### config.mk
export PLATFORM = sky130hd
export DESIGN_NAME = epiu_core
export DESIGN_NICKNAME = d
export VERILOG_FILES = /design/src/hdl/epiu_pkg.sv /design/src/hdl/epiu_core.sv
export SDC_FILE = /design/constraint.sdc
export NUM_CORES = 1
export LEC_CHECK = 0
export BUFFER_PORTS_ARGS = -buffer_cell sky130_fd_sc_hd__buf_4
export CAP_MARGIN = 15
export CORE_ASPECT_RATIO = 1.4
export CORE_MARGIN = 5
export CORE_UTILIZATION = 55
export CTS_CLUSTER_SIZE = 25
export DETAILED_ROUTE_END_ITERATION = 7
export PLACE_DENSITY = 0.79
export SYNTH_ARGS = -nofsm -noshare
export SYNTH_HDL_FRONTEND = slang
export SYNTH_SLANG_ARGS = --single-unit
### constraint.sdc
create_clock -name clk_sys -period 1.75 [get_ports clk_sys]
set_input_delay 0.175 -clock clk_sys [delete_from_list [all_inputs] [get_ports clk_sys]]
set_output_delay 0.175 -clock clk_sys [all_outputs]
set_load 0.01 [all_outputs]
### src/hdl/epiu_pkg.sv
/*
  constants for the external pin interrupt unit: register offsets, field
  positions, reset values, sense codes and vector addresses.
  assumes: included before hdl/epiu_core.sv, used only by scoped reference.
*/
package epiu_pkg;

  // ----------------------------------------------------------------
  // register offsets
  // ----------------------------------------------------------------
  localparam logic [2:0] OFF_SENSE_CONTROL = 3'h0;
  localparam logic [2:0] OFF_IRQ_ENABLE_MASK = 3'h1;
  localparam logic [2:0] OFF_IRQ_FLAG_BANK = 3'h2;
  localparam logic [2:0] OFF_CHANGE_MASK_HIGH = 3'h3;
  localparam logic [2:0] OFF_CHANGE_MASK_LOW = 3'h4;

  // ----------------------------------------------------------------
  // field positions
  // ----------------------------------------------------------------
  localparam int SENSE_SELECT_LO_BIT = 6;
  localparam int SENSE_SELECT_HI_BIT = 7;
  localparam int DEDICATED_BIT = 0;
  localparam int GROUP_LOW_BIT = 4;
  localparam int GROUP_HIGH_BIT = 5;
  localparam int LOW_GROUP_PINS = 8;
  localparam int HIGH_GROUP_PINS = 4;

  // ----------------------------------------------------------------
  // values after reset
  // ----------------------------------------------------------------
  localparam logic [7:0] RST_SENSE_CONTROL = 8'h00;
  localparam logic [7:0] RST_IRQ_ENABLE_MASK = 8'h00;
  localparam logic [7:0] RST_CHANGE_MASK_LOW = 8'h00;
  localparam logic [3:0] RST_CHANGE_MASK_HIGH = 4'h0;
  localparam logic [2:0] RST_FLAGS = 3'h0;

  // ----------------------------------------------------------------
  // vector program addresses
  // ----------------------------------------------------------------
  localparam logic [15:0] VEC_DEDICATED = 16'h0001;
  localparam logic [15:0] VEC_GROUP_LOW = 16'h0002;
  localparam logic [15:0] VEC_GROUP_HIGH = 16'h0003;
  localparam logic [15:0] VEC_NONE = 16'h0000;

  // sense select codes of the dedicated pin
  typedef enum logic [1:0] {
    SENSE_LOW_LEVEL = 2'h0,
    SENSE_ANY_CHANGE = 2'h1,
    SENSE_FALLING = 2'h2,
    SENSE_RISING = 2'h3
  } epiu_sense_e;

endpackage

### src/hdl/epiu_core.sv
/*
  external pin interrupt unit: one dedicated interrupt pin with selectable
  sense and twelve pin-change inputs in two masked groups, with enables,
  sticky flags, a register port and a vector request to the core.
  assumes: one clock clk_sys, pins asynchronous to it, core gives the global
  enable level and a one-cycle acknowledge of the presented vector.
*/
// What this block does
// (RULE1) pin activity interrupts even when pin drives
// (RULE2) masked toggle on inputs 0-7 requests
// (RULE3) masked toggle on inputs 8-11 requests
// (RULE4) change detection wakes without running clock
// (RULE5) low level keeps requesting while pin low
// (RULE6) edges need clock, low level does not
// (RULE7) low removed early: wake, no interrupt
// (RULE8) sense field bits 7:6 selects trigger
// (RULE9) pin sampled, longer pulses always detected
// (RULE10) driver holds low until instruction completes
// (RULE11) dedicated vector needs enable bit 0, global
// (RULE12) high group needs enable bit 5, global
// (RULE13) low group needs enable bit 4, global
// (RULE14) high flag bit 5: set, ack/w1c clears
// (RULE15) low flag bit 4: set, ack/w1c clears
// (RULE16) dedicated flag bit 0, cleared in level mode
// (RULE17) high mask bits 3:0 gate each pin
// (RULE18) low mask bits 7:0 gate each pin
// (RULE19) reserved bits read back as zero
// (RULE20) vectors at 0x0001, 0x0002, 0x0003
// (RULE21) edge: compare current and previous sample
`timescale 1ns/10ps
`default_nettype none

module epiu_core #(
  parameter int N_CHANGE = 12
) (
  // clock and reset
  input wire logic clk_sys,
  input wire logic rst_b,
  // register port
  input wire logic [2:0] reg_addr,
  input wire logic [7:0] reg_wdata,
  input wire logic reg_wr,
  input wire logic reg_rd,
  output logic [7:0] reg_rdata,
  // pad levels, seen whatever the pin direction
  input wire logic dedicated_irq_pin,
  input wire logic [N_CHANGE-1:0] change_inputs,
  // core side
  input wire logic status_word_gie,
  input wire logic irq_ack,
  output logic irq_req,
  output logic [15:0] irq_addr,
  output logic change_group_low_request,
  output logic change_group_high_request,
  // clockless wake to the sleep controller
  output logic wake_req
);

  // ----------------------------------------------------------------
  // state
  // ----------------------------------------------------------------
  typedef struct packed {
    logic [7:0] sense_control;   // bits 7:6 sense, rest stored
    logic [7:0] irq_enable_mask; // only bits 5,4,0 kept
    logic [2:0] flags;           // {high, low, dedicated}
    logic [3:0] change_mask_high;
    logic [7:0] change_mask_low;
    logic pin_s1;                // synchroniser first stage
    logic pin_s2;                // synchronised pin
    logic pin_prev;              // previous synchronised sample
    logic [N_CHANGE-1:0] chg_s1;
    logic [N_CHANGE-1:0] chg_s2;
    logic [N_CHANGE-1:0] chg_prev;
    logic [7:0] rdata;
    logic req;
    logic [15:0] addr;
    logic low_req;
    logic high_req;
  } epiu_state_s;

  epiu_state_s s_r;
  epiu_state_s s_nxt;

  // ----------------------------------------------------------------
  // helpers
  // ----------------------------------------------------------------
  // any masked pin whose two samples differ
  function automatic logic any_change(input logic [7:0] cur, input logic [7:0] prev,
                                      input logic [7:0] mask);
    any_change = |((cur ^ prev) & mask);
  endfunction

  // decoded fields and per-cycle events
  epiu_pkg::epiu_sense_e sense;  // decoded sense select
  logic en_ded;                  // dedicated enable
  logic en_low;                  // low group enable
  logic en_high;                 // high group enable
  logic set_ded;                 // dedicated flag set event
  logic set_low;                 // low group flag set event
  logic set_high;                // high group flag set event
  logic level_active;            // level mode, pin held low
  logic [2:0] clr_w1c;           // software clear
  logic [2:0] clr_ack;           // clear by vector execution
  logic [7:0] rd_mux;            // read data before register

  // field decode shared by the datapath and the checks
  always_comb begin
    // (RULE8) sense field decode
    sense = epiu_pkg::epiu_sense_e'(s_r.sense_control[epiu_pkg::SENSE_SELECT_HI_BIT:
                                                      epiu_pkg::SENSE_SELECT_LO_BIT]);
    en_ded = s_r.irq_enable_mask[epiu_pkg::DEDICATED_BIT];
    en_low = s_r.irq_enable_mask[epiu_pkg::GROUP_LOW_BIT];
    en_high = s_r.irq_enable_mask[epiu_pkg::GROUP_HIGH_BIT];
  end

  // ----------------------------------------------------------------
  // event detection
  // ----------------------------------------------------------------
  always_comb begin
    // (RULE21) edge from two samples
    // (RULE9) pulses over one period caught
    case (sense)
      epiu_pkg::SENSE_ANY_CHANGE: set_ded = s_r.pin_s2 ^ s_r.pin_prev;
      epiu_pkg::SENSE_FALLING: set_ded = s_r.pin_prev & ~s_r.pin_s2;
      epiu_pkg::SENSE_RISING: set_ded = ~s_r.pin_prev & s_r.pin_s2;
      default: set_ded = 1'b0;
    endcase
    // (RULE2) low group toggle
    // (RULE18) per pin mask, group enable
    set_low = en_low & any_change(s_r.chg_s2[7:0], s_r.chg_prev[7:0], s_r.change_mask_low);
    // (RULE3) high group toggle
    // (RULE17) per pin mask, group enable
    set_high = en_high & any_change({4'h0, s_r.chg_s2[11:8]}, {4'h0, s_r.chg_prev[11:8]},
                                    {4'h0, s_r.change_mask_high});
    // (RULE5) level request while low
    // (RULE7) no latching: early release leaves nothing
    // (RULE10) relies on driver holding low
    level_active = (sense == epiu_pkg::SENSE_LOW_LEVEL) & ~s_r.pin_s2;
  end

  // (RULE4) change wake without clock
  // (RULE6) level wake without clock
  // this path reads the raw pads on purpose: in deep sleep no edge arrives
  always_comb begin
    wake_req = (en_ded & (sense == epiu_pkg::SENSE_LOW_LEVEL) & ~dedicated_irq_pin)
             | (en_low & |((change_inputs[7:0] ^ s_r.chg_s2[7:0]) & s_r.change_mask_low))
             | (en_high & |((change_inputs[11:8] ^ s_r.chg_s2[11:8]) & s_r.change_mask_high));
  end

  // ----------------------------------------------------------------
  // clears and read mux
  // ----------------------------------------------------------------
  always_comb begin
    // write one to clear the flag bank
    clr_w1c = 3'h0;
    if (reg_wr && reg_addr == epiu_pkg::OFF_IRQ_FLAG_BANK) begin
      clr_w1c = {reg_wdata[epiu_pkg::GROUP_HIGH_BIT], reg_wdata[epiu_pkg::GROUP_LOW_BIT],
                 reg_wdata[epiu_pkg::DEDICATED_BIT]};
    end
    // ack clears the flag of the vector shown
    clr_ack = 3'h0;
    if (irq_ack && s_r.req) begin
      case (s_r.addr)
        epiu_pkg::VEC_DEDICATED: clr_ack = 3'h1;
        epiu_pkg::VEC_GROUP_LOW: clr_ack = 3'h2;
        epiu_pkg::VEC_GROUP_HIGH: clr_ack = 3'h4;
        default: clr_ack = 3'h0;
      endcase
    end
    // (RULE19) reserved bits read as zero
    case (reg_addr)
      epiu_pkg::OFF_SENSE_CONTROL: rd_mux = s_r.sense_control;
      epiu_pkg::OFF_IRQ_ENABLE_MASK: rd_mux = s_r.irq_enable_mask & 8'h31;
      epiu_pkg::OFF_IRQ_FLAG_BANK: rd_mux = {2'h0, s_r.flags[2], s_r.flags[1], 3'h0, s_r.flags[0]};
      epiu_pkg::OFF_CHANGE_MASK_HIGH: rd_mux = {4'h0, s_r.change_mask_high};
      epiu_pkg::OFF_CHANGE_MASK_LOW: rd_mux = s_r.change_mask_low;
      default: rd_mux = 8'h00;
    endcase
  end

  // ----------------------------------------------------------------
  // next state
  // ----------------------------------------------------------------
  always_comb begin
    s_nxt = s_r;
    // (RULE1) pads sampled regardless of direction
    s_nxt.pin_s1 = dedicated_irq_pin;
    s_nxt.pin_s2 = s_r.pin_s1;
    s_nxt.pin_prev = s_r.pin_s2;
    s_nxt.chg_s1 = change_inputs;
    s_nxt.chg_s2 = s_r.chg_s1;
    s_nxt.chg_prev = s_r.chg_s2;
    // register writes
    if (reg_wr) begin
      case (reg_addr)
        epiu_pkg::OFF_SENSE_CONTROL: s_nxt.sense_control = reg_wdata;
        epiu_pkg::OFF_IRQ_ENABLE_MASK: s_nxt.irq_enable_mask = reg_wdata & 8'h31;
        epiu_pkg::OFF_CHANGE_MASK_HIGH: s_nxt.change_mask_high = reg_wdata[3:0];
        epiu_pkg::OFF_CHANGE_MASK_LOW: s_nxt.change_mask_low = reg_wdata;
        default: s_nxt.sense_control = s_r.sense_control;
      endcase
    end
    // (RULE14) high flag, set wins over clear
    s_nxt.flags[2] = (s_r.flags[2] & ~(clr_w1c[2] | clr_ack[2])) | set_high;
    // (RULE15) low flag, set wins over clear
    s_nxt.flags[1] = (s_r.flags[1] & ~(clr_w1c[1] | clr_ack[1])) | set_low;
    // (RULE16) dedicated flag, held clear in level mode
    if (sense == epiu_pkg::SENSE_LOW_LEVEL) begin
      s_nxt.flags[0] = 1'b0;
    end else begin
      s_nxt.flags[0] = (s_r.flags[0] & ~(clr_w1c[0] | clr_ack[0])) | set_ded;
    end
    // read data valid one cycle after the strobe
    s_nxt.rdata = reg_rd ? rd_mux : 8'h00;
    // group requests follow flag and enable
    s_nxt.low_req = s_r.flags[1] & en_low;
    s_nxt.high_req = s_r.flags[2] & en_high;
    // (RULE11) dedicated needs bit 0 and global
    // (RULE13) low group needs bit 4 and global
    // (RULE12) high group needs bit 5 and global
    // (RULE20) fixed vector, dedicated first
    s_nxt.req = 1'b1;
    if (status_word_gie && en_ded && (s_r.flags[0] || level_active)) begin
      s_nxt.addr = epiu_pkg::VEC_DEDICATED;
    end else if (status_word_gie && en_low && s_r.flags[1]) begin
      s_nxt.addr = epiu_pkg::VEC_GROUP_LOW;
    end else if (status_word_gie && en_high && s_r.flags[2]) begin
      s_nxt.addr = epiu_pkg::VEC_GROUP_HIGH;
    end else begin
      s_nxt.req = 1'b0;
      s_nxt.addr = epiu_pkg::VEC_NONE;
    end
  end

  // state register
  always_ff @(posedge clk_sys or negedge rst_b) begin
    if (!rst_b) begin
      s_r <= '0;
      s_r.sense_control <= epiu_pkg::RST_SENSE_CONTROL;
      s_r.irq_enable_mask <= epiu_pkg::RST_IRQ_ENABLE_MASK;
      s_r.flags <= epiu_pkg::RST_FLAGS;
      s_r.change_mask_high <= epiu_pkg::RST_CHANGE_MASK_HIGH;
      s_r.change_mask_low <= epiu_pkg::RST_CHANGE_MASK_LOW;
      s_r.addr <= epiu_pkg::VEC_NONE;
    end else begin
      s_r <= s_nxt;
    end
  end

  // ----------------------------------------------------------------
  // outputs
  // ----------------------------------------------------------------
  assign reg_rdata = s_r.rdata;
  assign irq_req = s_r.req;
  assign irq_addr = s_r.addr;
  assign change_group_low_request = s_r.low_req;
  assign change_group_high_request = s_r.high_req;
endmodule

`default_nettype wire

==> results of run 1 <==
==> registers in the layout, summed over array words and instances (netlist names), 2 cells and up <==
name / cells
irq_addr: 2
s_nxt: 26
reg_rdata: 8
s_r: 36
==> path summary, 6_finish.rpt <==
check                        startpoint        end  slack (ns)  depth (start not counted)
max reg2reg                   s_nxt[34]    s_r[79]        0.40                          5
max in group asynchronous         rst_b     en_low        0.81                          3
min reg2reg                   s_nxt[39]  s_nxt[27]        0.35                          0
min in group asynchronous         rst_b  s_nxt[28]        0.33                          2
max                           s_nxt[33]   wake_req       -0.18                          5
min                        reg_wdata[6]    s_r[95]        0.07                          2
==> cell families after synthesis <==
group,count (synthesis),share of synthesized area
compound gates,33,0.0790
xor+xnor,24,0.0635
fa+ha+maj,2,0.00756
buf+inv,35,0.0730
flops,78,0.590
mux,30,0.104
other cells,1,0.00113
simple gates,43,0.0820
==> report_power, final <==
group	leakage, nW	total [mW]	internal, mW	switching, mW
clock	0.114	1.59	0.954	0.635
combinational	0.849	0.766	0.425	0.341
sequential	0.933	2.22	2.03	0.192
==> stage by stage <==
step / instance area (µm²) / utilization
finish: 4000 / 0.683
global route: 4000 / 0.683
CTS: 4000 / 0.683
detailed placement: 3590 / 0.613
global placement: 3590 / 0.613
floorplan: 3360 / -
==> metal layers <==
layer,track usage,wire [µm],vias to the layer above,share of wire
met5,0,0,-,0
met1,0.227,2460,1012,0.39
met4,0.0915,104,0,0.017
met2,0.305,3300,66,0.53
li1,-,-,935,-
met3,0.0417,390,12,0.062
==> final cells by class <==
class                      instances  area [µm²]
fill                             432        1860
inverter                           6        22.5
clock inverter                     5         106
multi-input combinational        146        1160
clock buffer                      11         131
timing repair buffer              65         539
tap                               70        87.6
sequential                        78        1950
==> what timing repair did <==
action                                  CTS  global route
hold buffers                             14             0
endpoints found under the hold margin    50             0
endpoints found under the setup margin    1             1
pin swaps                                 7             0
setup buffers                             4             0
gates resized for setup                   1             0
==> synth_stat cells (2+ instances only) <==
cell	n	area (µm²)
o22a_1	2	17.5
inv_1	6	22.5
o21ai_0	2	10.0
nor2b_1	4	25.0
a2bb2oi_1	3	26.3
dfrtp_1	78	1950
nand3_1	3	15.0
nor2_1	8	30.0
mux2_1	2	22.5
mux2_4	3	45.0
xor2_1	24	210
mux2_2	21	236
and2_1	3	18.8
a22oi_1	15	113
ha_1	2	25.0
a21boi_0	2	15.0
o21a_1	2	15.0
buf_4	27	203
nand2_1	12	45.0
nand4_1	3	18.8
mux2i_1	4	40.0
==> out/results.md, run 1 <==
| Item | This run | Unit |
| --- | --- | --- |
| WS Path Type | flop to output port | - |
| Post-synth EDFFs | 0 | - |
| Row Count | 33 | - |
| Leakage power summed over all cells | 1.90 | nW |
| Root Buffer Master | clkbuf_8 | - |
| Worst-path cell chain | xor2_1, a22oi_1, nand4_1, a221o_1, buf_6 | - |
| Number of buffer cells added on primary ports | 43 | - |
| Worst setup EP type | output port | - |
| Wire length reported by the detailed router | 6260 | µm |
| Hold Slack | 0.0651 | ns |
| Number of standard cells after synthesis | 246 | - |
| Number of ports placed on the die boundary | 58 | - |
| Highest-count cells in the layout ignoring fill and taps | 78 x dfrtp_1, 49 x buf_4, 24 x xor2_1 | - |
| Number of antenna violations at the first check in global routing | 0 | - |
| Core Footprint | 5860 | µm² |
| Setup repair after global routing missed its margin | true | - |
| Cell with the biggest individual delay on the critical path | dfrtp_1 | - |
| Buffers and inverters on the worst path | 1 | - |
| Syn avg cell area | 13.5 | µm² |
| Via count of the first global-routing pass | 2152 | - |
| Final weighted congestion in routability-driven placement | 0.847 | - |
| Count of unresolved DRC violations after routing | 0 | - |
| Cell Count Post-Placement | 347 | - |
| Share of the clock period used by the worst path | 1.10 | - |
| Number of register bits inferred by synthesis | 78 | - |
| CP delay by family, top | compound AO/OA/AOI/OAI gates | - |
| Detailed router's first-iteration violation count | 138 | - |
| Number of standard cells in the final layout excluding fillers | 381 | - |
| Via density | 5.31 | - |
| Failing checks | negative setup slack | - |
| Min cycle time layout | 1.93 | ns |
| Type of element launching the critical path | flop | - |
| Setup slack at placement | 0.0943 | ns |
| Total via count after detailed routing | 2025 | - |
| Initial cell density of the core | 0.564 | - |
| Total overflow reported by the global router | 0 | - |
| Peak Freq | 519 | MHz |
| N_diodes | 0 | - |
| Clock-pin transition on the worst setup and hold timing paths | 0.08 | ns |
| Commonest register cell after synthesis | dfrtp_1 | - |
| Required time at the worst-slack endpoint | 1.57 | ns |
| Status | finished, violations left | - |
| Pre-Repair DR Iteration Count | 4 | - |
| HP Class | input pin to flop | - |
| Worst setup skew after layout | 0.00969 | ns |
| Number of buffers created by CTS | 9 | - |
| Leading cell type in the layout, fill and taps excluded | dfrtp_1 | - |
| Number of levels in the clock H-tree | 3 | - |
| Fin. max-slew vios | 0 | - |
| Floorplan die area | 7690 | µm² |
| CTS Buffer Depth | 2 | - |
| Estimated wirelength of the detail-placed design | 4480 | µm |
| Total routing resource utilization after global routing | 0.186 | - |
| Share of synthesized registers carrying an async set or reset | 1.00 | - |
| Ratio of cells with drive above 1 in the final layout | 0.302 | - |
| Layout area overhead | 21.0 | % |
| First-pass GRT wire length | 10400 | µm |
| Fin worst setup slack | -0.177 | ns |
| Antenna viol nets, final | 0 | - |
| Proportion of synthesized chip area in sequential cells | 0.590 | - |
| Hold violation total from the final report | 0 | - |
| Total negative slack | -0.177 | ns |
| TritonCTS clock tree | built | - |
| Maximum VDD drop | 897 | µV |
| Total power | 4.58 | mW |
| Number of violations of the max-capacitance limit | 0 | - |
| Num Clock Sinks | 78 | - |
| Peak fanout along the critical path | 3 | - |
| Count of different cell masters after synthesis | 41 | - |
| Overall die height | 102 | µm |
| Number of warnings printed during yosys synthesis | 0 | - |
| Later-pin clock latency in the skew report | 0.35 | ns |
| Crit path largest cell delay | 0.42 | ns |
| Die W | 75.6 | µm |
| Total of endpoints with negative setup slack in the final report | 1 | - |
| Maximum number of pins on one net before global-route repair | 40 | - |
| Nets@finish | 338 | - |
| Post-synthesis instance area | 3310 | µm² |
| Average detailed-routed wire length per instance | 16.4 | µm |
| Arrival time reported for the critical path endpoint | 1.75 | ns |
| Power density over the cells | 1140 | nW/µm² |
Power figures use the tool's default switching activity.
==> run 2, diff against run 1 <==
--- a/config.mk
+++ b/config.mk
@@ -10,6 +10,7 @@
 export CORE_ASPECT_RATIO = 1.4
 export CORE_MARGIN = 5
 export CORE_UTILIZATION = 55
+export CTS_BUF_LIST = sky130_fd_sc_hd__clkbuf_16
 export CTS_CLUSTER_SIZE = 25
 export DETAILED_ROUTE_END_ITERATION = 7
 export PLACE_DENSITY = 0.79
==> out/results.md, run 2 (same netlist as run 1, synthesis figures left out) <==
| Item | This run | Unit |
| --- | --- | --- |
| Layout area overhead | 24.3 | % |
| Top layer in use | met4 | - |
| Cell area after layout | 4110 | µm² |
| Number of ports placed on the die boundary | 58 | - |
| Power density over the cells | 1230 | nW/µm² |
| Min cycle time layout | 1.90 | ns |
| Via density | 5.28 | - |
| Total met2 wirelength after detailed routing | 3350 | µm |
| Via count of the first global-routing pass | 2154 | - |
| Die W | 75.6 | µm |
| Num Clock Sinks | 78 | - |
| Cell Count Post-Placement | 347 | - |
| CTS Buffer Depth | 2 | - |
| Antenna viol nets, final | 0 | - |
| Total of endpoints with negative setup slack in the final report | 1 | - |
| Initial cell density of the core | 0.564 | - |
| Total routing resource utilization after global routing | 0.191 | - |
| Cell with the biggest individual delay on the critical path | dfrtp_1 | - |
| Worst setup skew after layout | 0.00884 | ns |
| Number of buffer cells added on primary ports | 43 | - |
| Total via count after detailed routing | 2017 | - |
| Setup slack at placement | 0.0943 | ns |
| Leading cell type in the layout, fill and taps excluded | dfrtp_1 | - |
| Worst setup EP type | output port | - |
| Detailed router's first-iteration violation count | 154 | - |
| Row Count | 33 | - |
| First-pass GRT wire length | 10600 | µm |
| Met1 layer wirelength in the final routing | 2480 | µm |
| Share of the clock period used by the worst path | 1.09 | - |
| Peak Freq | 526 | MHz |
| Highest-count cells in the layout ignoring fill and taps | 78 x dfrtp_1, 50 x buf_4, 24 x xor2_1 | - |
| Nets@finish | 339 | - |
| Number of standard cells in the final layout excluding fillers | 382 | - |
| Final weighted congestion in routability-driven placement | 0.847 | - |
| Clock-pin transition on the worst setup and hold timing paths | 0.06 | ns |
| Fin. max-slew vios | 0 | - |
| Estimated wirelength of the detail-placed design | 4480 | µm |
| Crit path largest cell delay | 0.39 | ns |
| Status | finished, violations left | - |
| Floorplan die area | 7690 | µm² |
| Total overflow reported by the global router | 0 | - |
| Hold violation total from the final report | 0 | - |
| Number of buffers created by CTS | 9 | - |
| Type of element launching the critical path | flop | - |
| Core Footprint | 5860 | µm² |
| Number of antenna violations at the first check in global routing | 0 | - |
| Fin worst setup slack | -0.149 | ns |
| Ratio of cells with drive above 1 in the final layout | 0.304 | - |
| Worst-path cell chain | xor2_1, a22oi_1, nand4_1, a221o_1, buf_6 | - |
| Maximum VDD drop | 938 | µV |
| Number of violations of the max-capacitance limit | 0 | - |
| Maximum number of pins on one net before global-route repair | 40 | - |
| Average detailed-routed wire length per instance | 16.6 | µm |
| Setup repair after global routing missed its margin | true | - |
| Number of levels in the clock H-tree | 3 | - |
| Most flop-heavy register | s_r | - |
| Count of unresolved DRC violations after routing | 0 | - |
| Leakage power summed over all cells | 1.96 | nW |
| N_diodes | 0 | - |
| Required time at the worst-slack endpoint | 1.57 | ns |
| Later-pin clock latency in the skew report | 0.33 | ns |
| TritonCTS clock tree | built | - |
| Number of flip-flops under the largest register name | 36 | - |
| WS Path Type | flop to output port | - |
| Met3 wire len | 379 | µm |
| Total negative slack | -0.149 | ns |
| Post-DP Area | 3590 | µm² |
| Root Buffer Master | clkbuf_16 | - |
| HP Class | input pin to flop | - |
| Peak fanout along the critical path | 2 | - |
| Pre-Repair DR Iteration Count | 4 | - |
| Arrival time reported for the critical path endpoint | 1.72 | ns |
| Wire length reported by the detailed router | 6360 | µm |
| Failing checks | negative setup slack | - |
| Overall die height | 102 | µm |
## run 2: changes by cell type in the layout (fill, tap and decap cells not counted)
cell | previous run | this run
clkbuf_16 | 0 | 9
clkbuf_8 | 9 | 0
clkbuf_1 | 2 | 0
inv_1 | 6 | 8
buf_4 | 49 | 50
## run 2: cell type report
type | instances | area, µm²
Sequential cell | 78 | 1950
Multi-Input combinational cell | 146 | 1160
Fill cell | 417 | 1750
Inverter | 6 | 22.5
Clock buffer | 9 | 225
Timing Repair Buffer | 66 | 547
Tap cell | 70 | 87.6
Clock inverter | 7 | 114
## run 2: where the power goes
group / total [mW] / internal (mW) / switching (mW)
logic: 0.769 / 0.426 / 0.342
registers: 2.23 / 2.03 / 0.196
clock network: 2.08 / 1.39 / 0.694
total: 5.08 / 3.85 / 1.23
## run 2: what timing repair did
| item | in CTS | in global routing |
|---|---|---|
| endpoints found under the setup margin | 1 | 1 |
| resized for setup | 1 | 0 |
| setup buffers | 5 | 0 |
| pin swaps | 7 | 1 |
| hold buffers | 14 | 0 |
| endpoints found under the hold margin | 50 | 0 |
## run 2: routing by layer
layer,vias up,global-route usage
li1,942,-
met1,1000,0.230
met2,62,0.319
met3,13,0.0427
met4,0,0.0902
met5,-,0
## run 2: per-stage QoR
stage	power (mW)	util	hold slack, ns
floorplan	2.71	-	-0.121
global placement	2.95	0.613	0.172
global route	5.30	0.701	0.0863
finish	5.08	0.701	0.0832
CTS	5.11	0.701	0.0831
detailed placement	2.99	0.613	0.181
## run 2: worst paths after layout
kind	startpoint	endpoint	slack [ns]	cells past startpoint
worst max-delay path	s_nxt[32]	wake_req	-0.15	5
worst min-delay path	reg_wdata[6]	s_r[95]	0.08	2
worst max register to register	s_nxt[32]	s_r[79]	0.39	5
worst min register to register	s_nxt[45]	s_nxt[33]	0.35	0
max in group asynchronous	rst_b	en_low	0.79	3
min in group asynchronous	rst_b	s_nxt[28]	0.36	2
## run 2: critical path: cells and delay by family (launching register included)
| family | cells | cell delay (ns) |
|---|---|---|
| flip-flops | 1 | 0.39 |
| buffers and inverters | 1 | 0.13 |
| XOR/XNOR | 1 | 0.17 |
| AO/OA/AOI/OAI | 2 | 0.54 |
| AND/OR/NAND/NOR | 1 | 0.16 |
